--- src/fpsh_consts.vh ---
// constants for the flash program/status host controller
// How it works
// - program is four writes: unlock, unlock, setup, data
// - hardware reset aborts; host repeats sequence
// - poll at program address, bit 7 inverted
// - erase polling reads 0, then 1
// - two reads compare toggle; same means done
// - toggling plus timeout: recheck, then reset
// - resumed polling restarts from double read
`ifndef FPSH_CONSTS_VH
`define FPSH_CONSTS_VH
// register byte offsets
`define FPSH_REG_CTRL 32'h0000_0000
`define FPSH_REG_ADDR 32'h0000_0004
`define FPSH_REG_DATA 32'h0000_0008
`define FPSH_REG_STAT 32'h0000_000c
`define FPSH_REG_RDAT 32'h0000_0010
`define FPSH_REG_TIME 32'h0000_0014
// ctrl field positions (write 1 to start; one at a time)
`define FPSH_CTRL_PROG 0
`define FPSH_CTRL_READ 1
`define FPSH_CTRL_RST 2
`define FPSH_CTRL_SUSP 3
`define FPSH_CTRL_RESM 4
// status field positions
`define FPSH_ST_BUSY 0
`define FPSH_ST_DONE 1
`define FPSH_ST_FAIL 2
`define FPSH_ST_RDY 3
// command bytes and unlock addresses
`define FPSH_UNLOCK_A1 21'h00_0aaa
`define FPSH_UNLOCK_A2 21'h00_0555
`define FPSH_UNLOCK_D1 8'haa
`define FPSH_UNLOCK_D2 8'h55
`define FPSH_CMD_PROG 8'ha0
`define FPSH_CMD_RST 8'hf0
`define FPSH_CMD_SUSP 8'hb0
`define FPSH_CMD_RESM 8'h30
// bus cycle timing: phase length in hclk cycles
`define FPSH_PHASE_NS 100
`define FPSH_CLK_NS 20
`define FPSH_PHASE_CYC ((`FPSH_PHASE_NS + `FPSH_CLK_NS - 1) / `FPSH_CLK_NS)
// first count of a phase: phase length in cycles minus one
`define FPSH_PHASE_LAST 4'h4
// default poll read limit before giving up
`define FPSH_POLL_MAX 32'h0001_0000
// data bit positions of status
`define FPSH_BIT_POLL 7
`define FPSH_BIT_TGL1 6
`define FPSH_BIT_TOUT 5
`endif

--- src/fpsh_bus_cycle.v ---
// one flash bus cycle: write or read with fixed phase timing
`timescale 1ns/100ps
`include "fpsh_consts.vh"
module fpsh_bus_cycle (
  // clock and reset
  input wire hclk,
  input wire hresetn,
  // request
  input wire start,
  input wire wr,
  input wire [20:0] addr,
  input wire [7:0] wdata,
  output wire done,
  output reg [7:0] rdata,
  // flash pins
  output reg [20:0] fl_addr,
  output reg fl_ce_n,
  output reg fl_we_n,
  output reg fl_oe_n,
  input wire [7:0] fl_dq_in,
  output reg [7:0] fl_dq_out,
  output reg fl_dq_oe
);
  reg [1:0] phase;
  reg [3:0] cnt;
  reg is_wr;
  wire phase_end;
  assign phase_end = (cnt == 4'd0);
  // done one cycle before the gap ends, so the next start meets a free engine
  assign done = (phase == 2'd0) && (cnt == 4'h1);
  // setup (addr), strobe low, strobe high, then chip enable high gap
  always @(posedge hclk or negedge hresetn) begin
    if (!hresetn) begin
      phase <= 2'd0;
      cnt <= 4'd0;
      is_wr <= 1'b0;
      fl_addr <= 21'h00_0000;
      fl_ce_n <= 1'b1;
      fl_we_n <= 1'b1;
      fl_oe_n <= 1'b1;
      fl_dq_out <= 8'h00;
      fl_dq_oe <= 1'b0;
      rdata <= 8'h00;
    end else if (phase == 2'd0) begin
      if (!phase_end) begin
        // keep chip enable high so each access is a separate cycle
        cnt <= cnt - 4'd1;
      end else if (start) begin
        phase <= 2'd1;
        cnt <= `FPSH_PHASE_LAST;
        is_wr <= wr;
        fl_addr <= addr;
        fl_ce_n <= 1'b0;
        fl_dq_out <= wdata;
        fl_dq_oe <= wr;
      end
    end else if (!phase_end) begin
      cnt <= cnt - 4'd1;
    end else if (phase == 2'd1) begin
      phase <= 2'd2;
      cnt <= `FPSH_PHASE_LAST;
      fl_we_n <= ~is_wr;
      fl_oe_n <= is_wr;
    end else if (phase == 2'd2) begin
      // command latched / data sampled on strobe rise
      phase <= 2'd3;
      cnt <= `FPSH_PHASE_LAST;
      rdata <= fl_dq_in;
      fl_we_n <= 1'b1;
      fl_oe_n <= 1'b1;
    end else begin
      phase <= 2'd0;
      cnt <= `FPSH_PHASE_LAST;
      fl_ce_n <= 1'b1;
      fl_dq_oe <= 1'b0;
    end
  end
endmodule

--- src/fpsh_ctrl.v ---
// host controller: ahb-lite registers driving flash program and polling
//
// Implementation choices: the placing of the registers and register access over AHB-Lite.
`timescale 1ns/100ps
`include "fpsh_consts.vh"
module fpsh_ctrl #(
  parameter POLL_MAX = `FPSH_POLL_MAX
) (
  // clock and reset
  input wire hclk,
  input wire hresetn,
  // ahb-lite slave
  input wire hsel,
  input wire [31:0] haddr,
  input wire [1:0] htrans,
  input wire hwrite,
  input wire [2:0] hsize,
  input wire [31:0] hwdata,
  input wire hready,
  output wire hreadyout,
  output wire hresp,
  output reg [31:0] hrdata,
  // flash pins
  output wire [20:0] fl_addr,
  output wire fl_ce_n,
  output wire fl_we_n,
  output wire fl_oe_n,
  input wire [7:0] fl_dq_in,
  output wire [7:0] fl_dq_out,
  output wire fl_dq_oe,
  output reg fl_reset_n,
  input wire ready_busy_n
);
  localparam S_IDLE = 7'b000_0001;
  localparam S_SEQ = 7'b000_0010;
  localparam S_POLL1 = 7'b000_0100;
  localparam S_POLL2 = 7'b000_1000;
  localparam S_DATA = 7'b001_0000;
  localparam S_RST = 7'b010_0000;
  localparam S_HWRST = 7'b100_0000;
  reg [6:0] state;
  reg [20:0] addr_reg;
  reg [7:0] data_reg;
  reg [7:0] rdat_reg;
  reg busy, done, fail;
  reg [2:0] step;
  reg [2:0] nsteps;
  reg [7:0] first;
  reg tout_seen;
  reg [31:0] poll_cnt;
  reg [1:0] kind;
  // ahb address phase capture
  reg ph_wr;
  reg [4:0] ph_addr;
  wire take;
  assign take = hsel && hready && htrans[1];
  assign hreadyout = 1'b1;
  assign hresp = 1'b0;
  always @(posedge hclk or negedge hresetn) begin
    if (!hresetn) begin
      ph_wr <= 1'b0;
      ph_addr <= 5'h00;
    end else begin
      ph_wr <= take && hwrite;
      ph_addr <= haddr[4:0];
    end
  end
  // read data mux, registered on the address phase
  always @(posedge hclk or negedge hresetn) begin
    if (!hresetn) begin
      hrdata <= 32'h0000_0000;
    end else if (take && !hwrite) begin
      case ({27'h000_0000, haddr[4:0]})
        `FPSH_REG_ADDR: hrdata <= {11'h000, addr_reg};
        `FPSH_REG_DATA: hrdata <= {24'h00_0000, data_reg};
        `FPSH_REG_STAT: hrdata <= {28'h000_0000, ready_busy_n, fail,
                                   done, busy};
        `FPSH_REG_RDAT: hrdata <= {24'h00_0000, rdat_reg};
        default: hrdata <= 32'h0000_0000;
      endcase
    end
  end
  wire ctrl_wr;
  assign ctrl_wr = ph_wr && ({27'h000_0000, ph_addr} == `FPSH_REG_CTRL);
  // bus cycle engine
  reg cyc_start, cyc_wr;
  reg [20:0] cyc_addr;
  reg [7:0] cyc_wdata;
  wire cyc_done;
  wire [7:0] cyc_rdata;
  fpsh_bus_cycle u_cyc (
    .hclk(hclk),
    .hresetn(hresetn),
    .start(cyc_start),
    .wr(cyc_wr),
    .addr(cyc_addr),
    .wdata(cyc_wdata),
    .done(cyc_done),
    .rdata(cyc_rdata),
    .fl_addr(fl_addr),
    .fl_ce_n(fl_ce_n),
    .fl_we_n(fl_we_n),
    .fl_oe_n(fl_oe_n),
    .fl_dq_in(fl_dq_in),
    .fl_dq_out(fl_dq_out),
    .fl_dq_oe(fl_dq_oe)
  );
  // command sequence table per step
  always @* begin
    cyc_wr = 1'b1;
    cyc_addr = `FPSH_UNLOCK_A1;
    cyc_wdata = `FPSH_UNLOCK_D1;
    if (state == S_SEQ) begin
      case (step)
        3'd0: begin
          cyc_addr = (kind == 2'd0) ? `FPSH_UNLOCK_A1 : addr_reg;
          cyc_wdata = (kind == 2'd1) ? `FPSH_CMD_RST :
                      (kind == 2'd2) ? `FPSH_CMD_SUSP :
                      (kind == 2'd3) ? `FPSH_CMD_RESM : `FPSH_UNLOCK_D1;
        end
        3'd1: begin
          cyc_addr = `FPSH_UNLOCK_A2;
          cyc_wdata = `FPSH_UNLOCK_D2;
        end
        3'd2: cyc_wdata = `FPSH_CMD_PROG;
        default: begin
          cyc_addr = addr_reg;
          cyc_wdata = data_reg;
        end
      endcase
    end else if (state == S_RST) begin
      cyc_wdata = `FPSH_CMD_RST;
    end else begin
      // status or data read at the chosen address
      cyc_wr = 1'b0;
      cyc_addr = addr_reg;
    end
  end
  wire tgl_same;
  assign tgl_same = (first[`FPSH_BIT_TGL1] == cyc_rdata[`FPSH_BIT_TGL1]);
  // main sequencer
  always @(posedge hclk or negedge hresetn) begin
    if (!hresetn) begin
      state <= S_IDLE;
      addr_reg <= 21'h00_0000;
      data_reg <= 8'h00;
      rdat_reg <= 8'h00;
      busy <= 1'b0;
      done <= 1'b0;
      fail <= 1'b0;
      step <= 3'd0;
      nsteps <= 3'd0;
      first <= 8'h00;
      tout_seen <= 1'b0;
      poll_cnt <= 32'h0000_0000;
      kind <= 2'd0;
      cyc_start <= 1'b0;
      fl_reset_n <= 1'b1;
    end else begin
      cyc_start <= 1'b0;
      if (ph_wr && state == S_IDLE) begin
        if ({27'h000_0000, ph_addr} == `FPSH_REG_ADDR)
          addr_reg <= hwdata[20:0];
        if ({27'h000_0000, ph_addr} == `FPSH_REG_DATA)
          data_reg <= hwdata[7:0];
      end
      case (state)
        S_IDLE: begin
          if (ctrl_wr) begin
            done <= 1'b0;
            fail <= 1'b0;
            step <= 3'd0;
            tout_seen <= 1'b0;
            poll_cnt <= 32'h0000_0000;
            if (hwdata[`FPSH_CTRL_PROG]) begin
              kind <= 2'd0;
              nsteps <= 3'd3;
              busy <= 1'b1;
              state <= S_SEQ;
              cyc_start <= 1'b1;
            end else if (hwdata[`FPSH_CTRL_READ]) begin
              busy <= 1'b1;
              state <= S_DATA;
              cyc_start <= 1'b1;
            end else if (hwdata[`FPSH_CTRL_RST]) begin
              busy <= 1'b1;
              fl_reset_n <= 1'b0;
              step <= 3'd7;
              state <= S_HWRST;
            end else if (hwdata[`FPSH_CTRL_SUSP] |
                         hwdata[`FPSH_CTRL_RESM]) begin
              kind <= hwdata[`FPSH_CTRL_SUSP] ? 2'd2 : 2'd3;
              nsteps <= 3'd0;
              busy <= 1'b1;
              state <= S_SEQ;
              cyc_start <= 1'b1;
            end
          end
        end
        S_SEQ: if (cyc_done) begin
          if (step == nsteps) begin
            // poll only after the last strobe
            state <= (kind == 2'd0) ? S_POLL1 : S_IDLE;
            busy <= (kind == 2'd0);
            done <= (kind != 2'd0);
            cyc_start <= (kind == 2'd0);
          end else begin
            step <= step + 3'd1;
            cyc_start <= 1'b1;
          end
        end
        S_POLL1: if (cyc_done) begin
          // the first check opens with a double read; later checks compare against the previous read
          first <= cyc_rdata;
          state <= S_POLL2;
          cyc_start <= 1'b1;
        end
        S_POLL2: if (cyc_done) begin
          poll_cnt <= poll_cnt + 32'h0000_0001;
          if (tgl_same) begin
            state <= S_DATA;
            cyc_start <= 1'b1;
          end else if (tout_seen || poll_cnt == POLL_MAX) begin
            fail <= 1'b1;
            state <= S_RST;
            cyc_start <= 1'b1;
          end else begin
            tout_seen <= cyc_rdata[`FPSH_BIT_TOUT];
            first <= cyc_rdata;
            cyc_start <= 1'b1;
          end
        end
        S_DATA: if (cyc_done) begin
          // data from a read after completion
          rdat_reg <= cyc_rdata;
          busy <= 1'b0;
          done <= 1'b1;
          state <= S_IDLE;
        end
        S_RST: if (cyc_done) begin
          busy <= 1'b0;
          done <= 1'b1;
          state <= S_IDLE;
        end
        S_HWRST: begin
          step <= step - 3'd1;
          if (step == 3'd0) begin
            fl_reset_n <= 1'b1;
            busy <= 1'b0;
            done <= 1'b1;
            state <= S_IDLE;
          end
        end
        default: state <= S_IDLE;
      endcase
    end
  end
endmodule

--- config.mk ---
export PLATFORM = sky130hd
export DESIGN_NAME = fpsh_ctrl
export DESIGN_NICKNAME = d
export VERILOG_FILES = /design/src/fpsh_bus_cycle.v /design/src/fpsh_ctrl.v
export VERILOG_INCLUDE_DIRS = /design/src
export SDC_FILE = /design/constraint.sdc
export NUM_CORES = 1
export LEC_CHECK = 0
export BUFFER_PORTS_ARGS = -buffer_cell sky130_fd_sc_hd__buf_2
export CAP_MARGIN = 20
export CORE_UTILIZATION = 56
export DETAILED_ROUTE_END_ITERATION = 10
export PLACE_DENSITY = 0.87
export SETUP_SLACK_MARGIN = 0.3
export SLEW_MARGIN = 20
export SYNTH_ARGS = -nofsm -noshare
export SYNTH_HDL_FRONTEND = slang
export SYNTH_HIERARCHICAL = 1
export SYNTH_SLANG_ARGS = --single-unit
--- constraint.sdc ---
create_clock -name hclk -period 3 [get_ports hclk]
set_clock_uncertainty 0.15 [all_clocks]
set_input_delay 0.15 -clock hclk [delete_from_list [all_inputs] [get_ports hclk]]
set_output_delay 0.15 -clock hclk [all_outputs]
set_load 0.005 [all_outputs]
==> impl_results.md <==
- Sequential fraction of the synthesis area: 0.512
- Avg WL per Cell: 19.8 µm
- RD Place Congestion: 0.885
- Sum Neg Setup Slack: 0 ns
- Estimated wirelength of the detail-placed design: 13,100 µm
- Min Clock Period, post-route: 2.63 ns
- Top-level I/O count: 151
- Inst Count DP: 993
- Number of design rule violations left after detail routing: 0
- Reg area: roughly 4100 µm²
- Register bit total from synthesis: 164
- FMAX: 380 MHz
- Top flip-flop cell by instance count after synthesis: sky130_fd_sc_hd__dfrtp_1
- Final Power: 5.98 mW
- Arrival @ worst endpoint: ~2.8 ns
- CP Class: register to register
- Setup repair after global routing missed its margin: no
- Drt via density: 6.13
- Main area contributors after synthesis: sky130_fd_sc_hd__dfrtp_1, sky130_fd_sc_hd__mux2_2, sky130_fd_sc_hd__nand2_1
- Number of distinct library cells after synthesis: 70
- Core region area: about 14,000 µm²
- Width of the die: ~120 µm
- Number of enable flip-flop cells after synthesis: 0
- Met2 WL: 10,500 µm
- Diode count: 0
- Number of buffers created by CTS: 17
- 1st-pass router iterations: 8
- VDD IR max: 0.393 mV
- H-tree depth: 4
- Clock Pin Slew Worst Setup and Hold Paths: 0.07 ns
- Pwr/cell area: between 600 and 700 nW/µm²
- Async SR Flop Fraction: 1.00
- Most common cell in the synthesized netlist: sky130_fd_sc_hd__dfrtp_1
- Slew at the pin closest to its max-slew limit: 1.07 ns
- Detailed-route wire length on metal 1: 8140 µm
- TritonCTS clock tree: done
- Number of inserted filler cells in the final layout: around 900
- Grt total ovfl: 0
- Worst slew margin relative to its limit: 0.283
- Avg Synthesized Cell Area: 11.0 µm²
- Number of cell rows: 43
- Clock latency on the worst-skew pair: between 0.4 and 0.5 ns
- Hold WC Path Type: primary input to async pin
- Reg with most FFs: poll_cnt
- CTS Buffer Depth: 2
- Reg-to-reg critical path startpoint: state[4]
- Number of antenna-violating nets in the routed design: 0
- Effective utilization at floorplan: 0.577
- Fraction of post-synthesis cell area in the top cell type by area: 0.495
- Count of final setup violators: 0
- Initial antenna violation count: 0
- Critical path fanouts, max: 11
- LEAKAGE: roughly 4.7 nW
- Total routed wirelength: 21,100 µm
- Post-route insts no fill: 1,064
- Synthesized netlist cell count: 733
- Final Hold Slack: 0.110 ns
- Required time reported for the critical path endpoint: 3.18 ns
- Total of warnings raised by yosys: 6
- Critical Path End Type: register
- Via count of the first global-routing pass: between 6,000 and 7,000
- Crit path launch type: register
- Wire length of the first global-routing pass: approximately 33,000 µm
- Area of the die: ~15,000 µm²
- Area used by multi-input combinational logic: about 3600 µm²
- Total via count after detailed routing: 6,523
- Number of failing hold endpoints at the final stage: 0
- Cell accounting for the most synthesized area: sky130_fd_sc_hd__dfrtp_1
- Met3 Routed Length: 1510 µm
- Final Cycle Share: 0.878
- Combined area of all synthesized cells: approximately 8000 µm²
- Timing startpoint of the critical path: state[4]
- Finished layout cell area: 9710 µm²
- Die extent in y: approximately 120 µm
- Count of routing violations after the opening detailed-route iteration: 545
- Pin count of the biggest net entering global routing: 66
- Top routing layer used: met4
- Number of flip-flops in the largest register: 32
- Post-layout nets: 964
- Outcome: completed
- Most frequent cells after synthesis: sky130_fd_sc_hd__dfrtp_1, sky130_fd_sc_hd__nand2_1, sky130_fd_sc_hd__mux2_2
- Synth-to-layout area growth: 20.8%
- Fraction of final layout cells sized beyond drive strength 1: 0.265
- IO buf count: 95
- Number of max-slew violations in the final report: 0
- Root Buffer Master: sky130_fd_sc_hd__clkbuf_16
- Overall Global Routing Usage: 0.297
- Number of max-cap violations: 0
- Clock Sinks: approximately 160
- Placed instance area: 8680 µm²
[report_power, final]
part	switching, mW	internal (mW)	total [mW]
Sequential	0.241	2.45	2.70
Clock	0.935	1.29	2.23
Combinational	0.572	0.488	1.06
[logic make-up after synthesis]
logic type               Yosys count  synth area share
other                              2          0.000935
buffers and inverters             67            0.0439
flip-flops                       164             0.512
adder cells (fa/ha/maj)           10            0.0156
multiplexers                      81             0.114
XOR/XNOR                          31            0.0338
AO/OA/AOI/OAI                    128             0.108
AND/OR/NAND/NOR                  250             0.172
[per-stage QoR]
| step | setup slack [ns] | utilization |
|---|---|---|
| after detailed placement | 0.0322 | 0.623 |
| after global placement | 0.151 | 0.623 |
| after global routing | 0.304 | 0.697 |
| after floorplan | 0.644 | - |
| after CTS | 0.317 | 0.694 |
| final | 0.367 | 0.697 |
[layer usage]
layer	up-vias	track usage
li1	2885	-
met1	3215	0.371
met4	0	0.177
met5	-	0
met2	346	0.477
met3	77	0.0595
[worst paths after layout]
kind                                 endpoint  slack, ns  depth (start not counted)
worst max-delay path                  kind[0]       0.37                          5
worst min-delay path             poll_cnt[18]       0.11                          2
worst max register to register        kind[0]       0.37                          5
worst min register to register           done       0.34                          1
max in group asynchronous       u_cyc/fl_we_n       1.81                          3
min in group hclk                   hrdata[6]       0.18                          5
[repair_timing]
item | CTS | global route
buffers inserted | 0 | 1
resized for setup | 3 | 6
endpoints found under the hold margin | 149 | 0
hold buffers | 38 | 0
setup endpoints to repair | 19 | 22
[cell usage in the layout, fill, tap and decap left out, types with 5 or more instances in the layout]
cell type                       synthesis  layout
sky130_fd_sc_hd__nor3_1                20      20
sky130_fd_sc_hd__inv_1                 21      21
sky130_fd_sc_hd__dfrtp_1              159     159
sky130_fd_sc_hd__buf_2                  9      94
sky130_fd_sc_hd__nor2_1                48      48
sky130_fd_sc_hd__or3_1                 10      10
sky130_fd_sc_hd__a21oi_1               24      23
sky130_fd_sc_hd__and3_1                11      10
sky130_fd_sc_hd__and2_1                11      11
sky130_fd_sc_hd__conb_1                 2      13
sky130_fd_sc_hd__nand4_1               10      10
sky130_fd_sc_hd__xor2_1                16      16
sky130_fd_sc_hd__inv_6                  0       5
sky130_fd_sc_hd__mux2_2                57      57
sky130_fd_sc_hd__dlygate4sd3_1          0      38
sky130_fd_sc_hd__a22o_1                14      14
sky130_fd_sc_hd__a222oi_1               8       8
sky130_fd_sc_hd__mux2_1                20      20
sky130_fd_sc_hd__nor2b_1               10       9
sky130_fd_sc_hd__clkbuf_16              0      17
sky130_fd_sc_hd__xnor2_1               15      15
sky130_fd_sc_hd__ha_1                  10       8
sky130_fd_sc_hd__nand4b_1               5       5
sky130_fd_sc_hd__dfstp_2                5       5
sky130_fd_sc_hd__nand3_1               22      21
sky130_fd_sc_hd__o21ai_0               33      33
sky130_fd_sc_hd__buf_4                 14      19
sky130_fd_sc_hd__a21o_1                15      15
sky130_fd_sc_hd__nand2_1               62      62
sky130_fd_sc_hd__nor4_1                 9       9
[worst max-delay path: stages (launching register included)]
cell and delay (ns):
sky130_fd_sc_hd__dfrtp_1 0.49, sky130_fd_sc_hd__or4_4 0.65, sky130_fd_sc_hd__or4_4 0.50, sky130_fd_sc_hd__nor2_2 0.23
sky130_fd_sc_hd__o21ai_1 0.24, sky130_fd_sc_hd__o31ai_1 0.27
[layout make-up]
class / count / area share
Inverter: 21 / 0.00812
Timing Repair Buffer: 154 / 0.108
Clock buffer: 21 / 0.0474
Tap cell: 180 / 0.0232
Sequential cell: 164 / 0.423
Multi-Input combinational cell: 513 / 0.376
Clock inverter: 11 / 0.0144
Power figures use the tool's default switching activity.
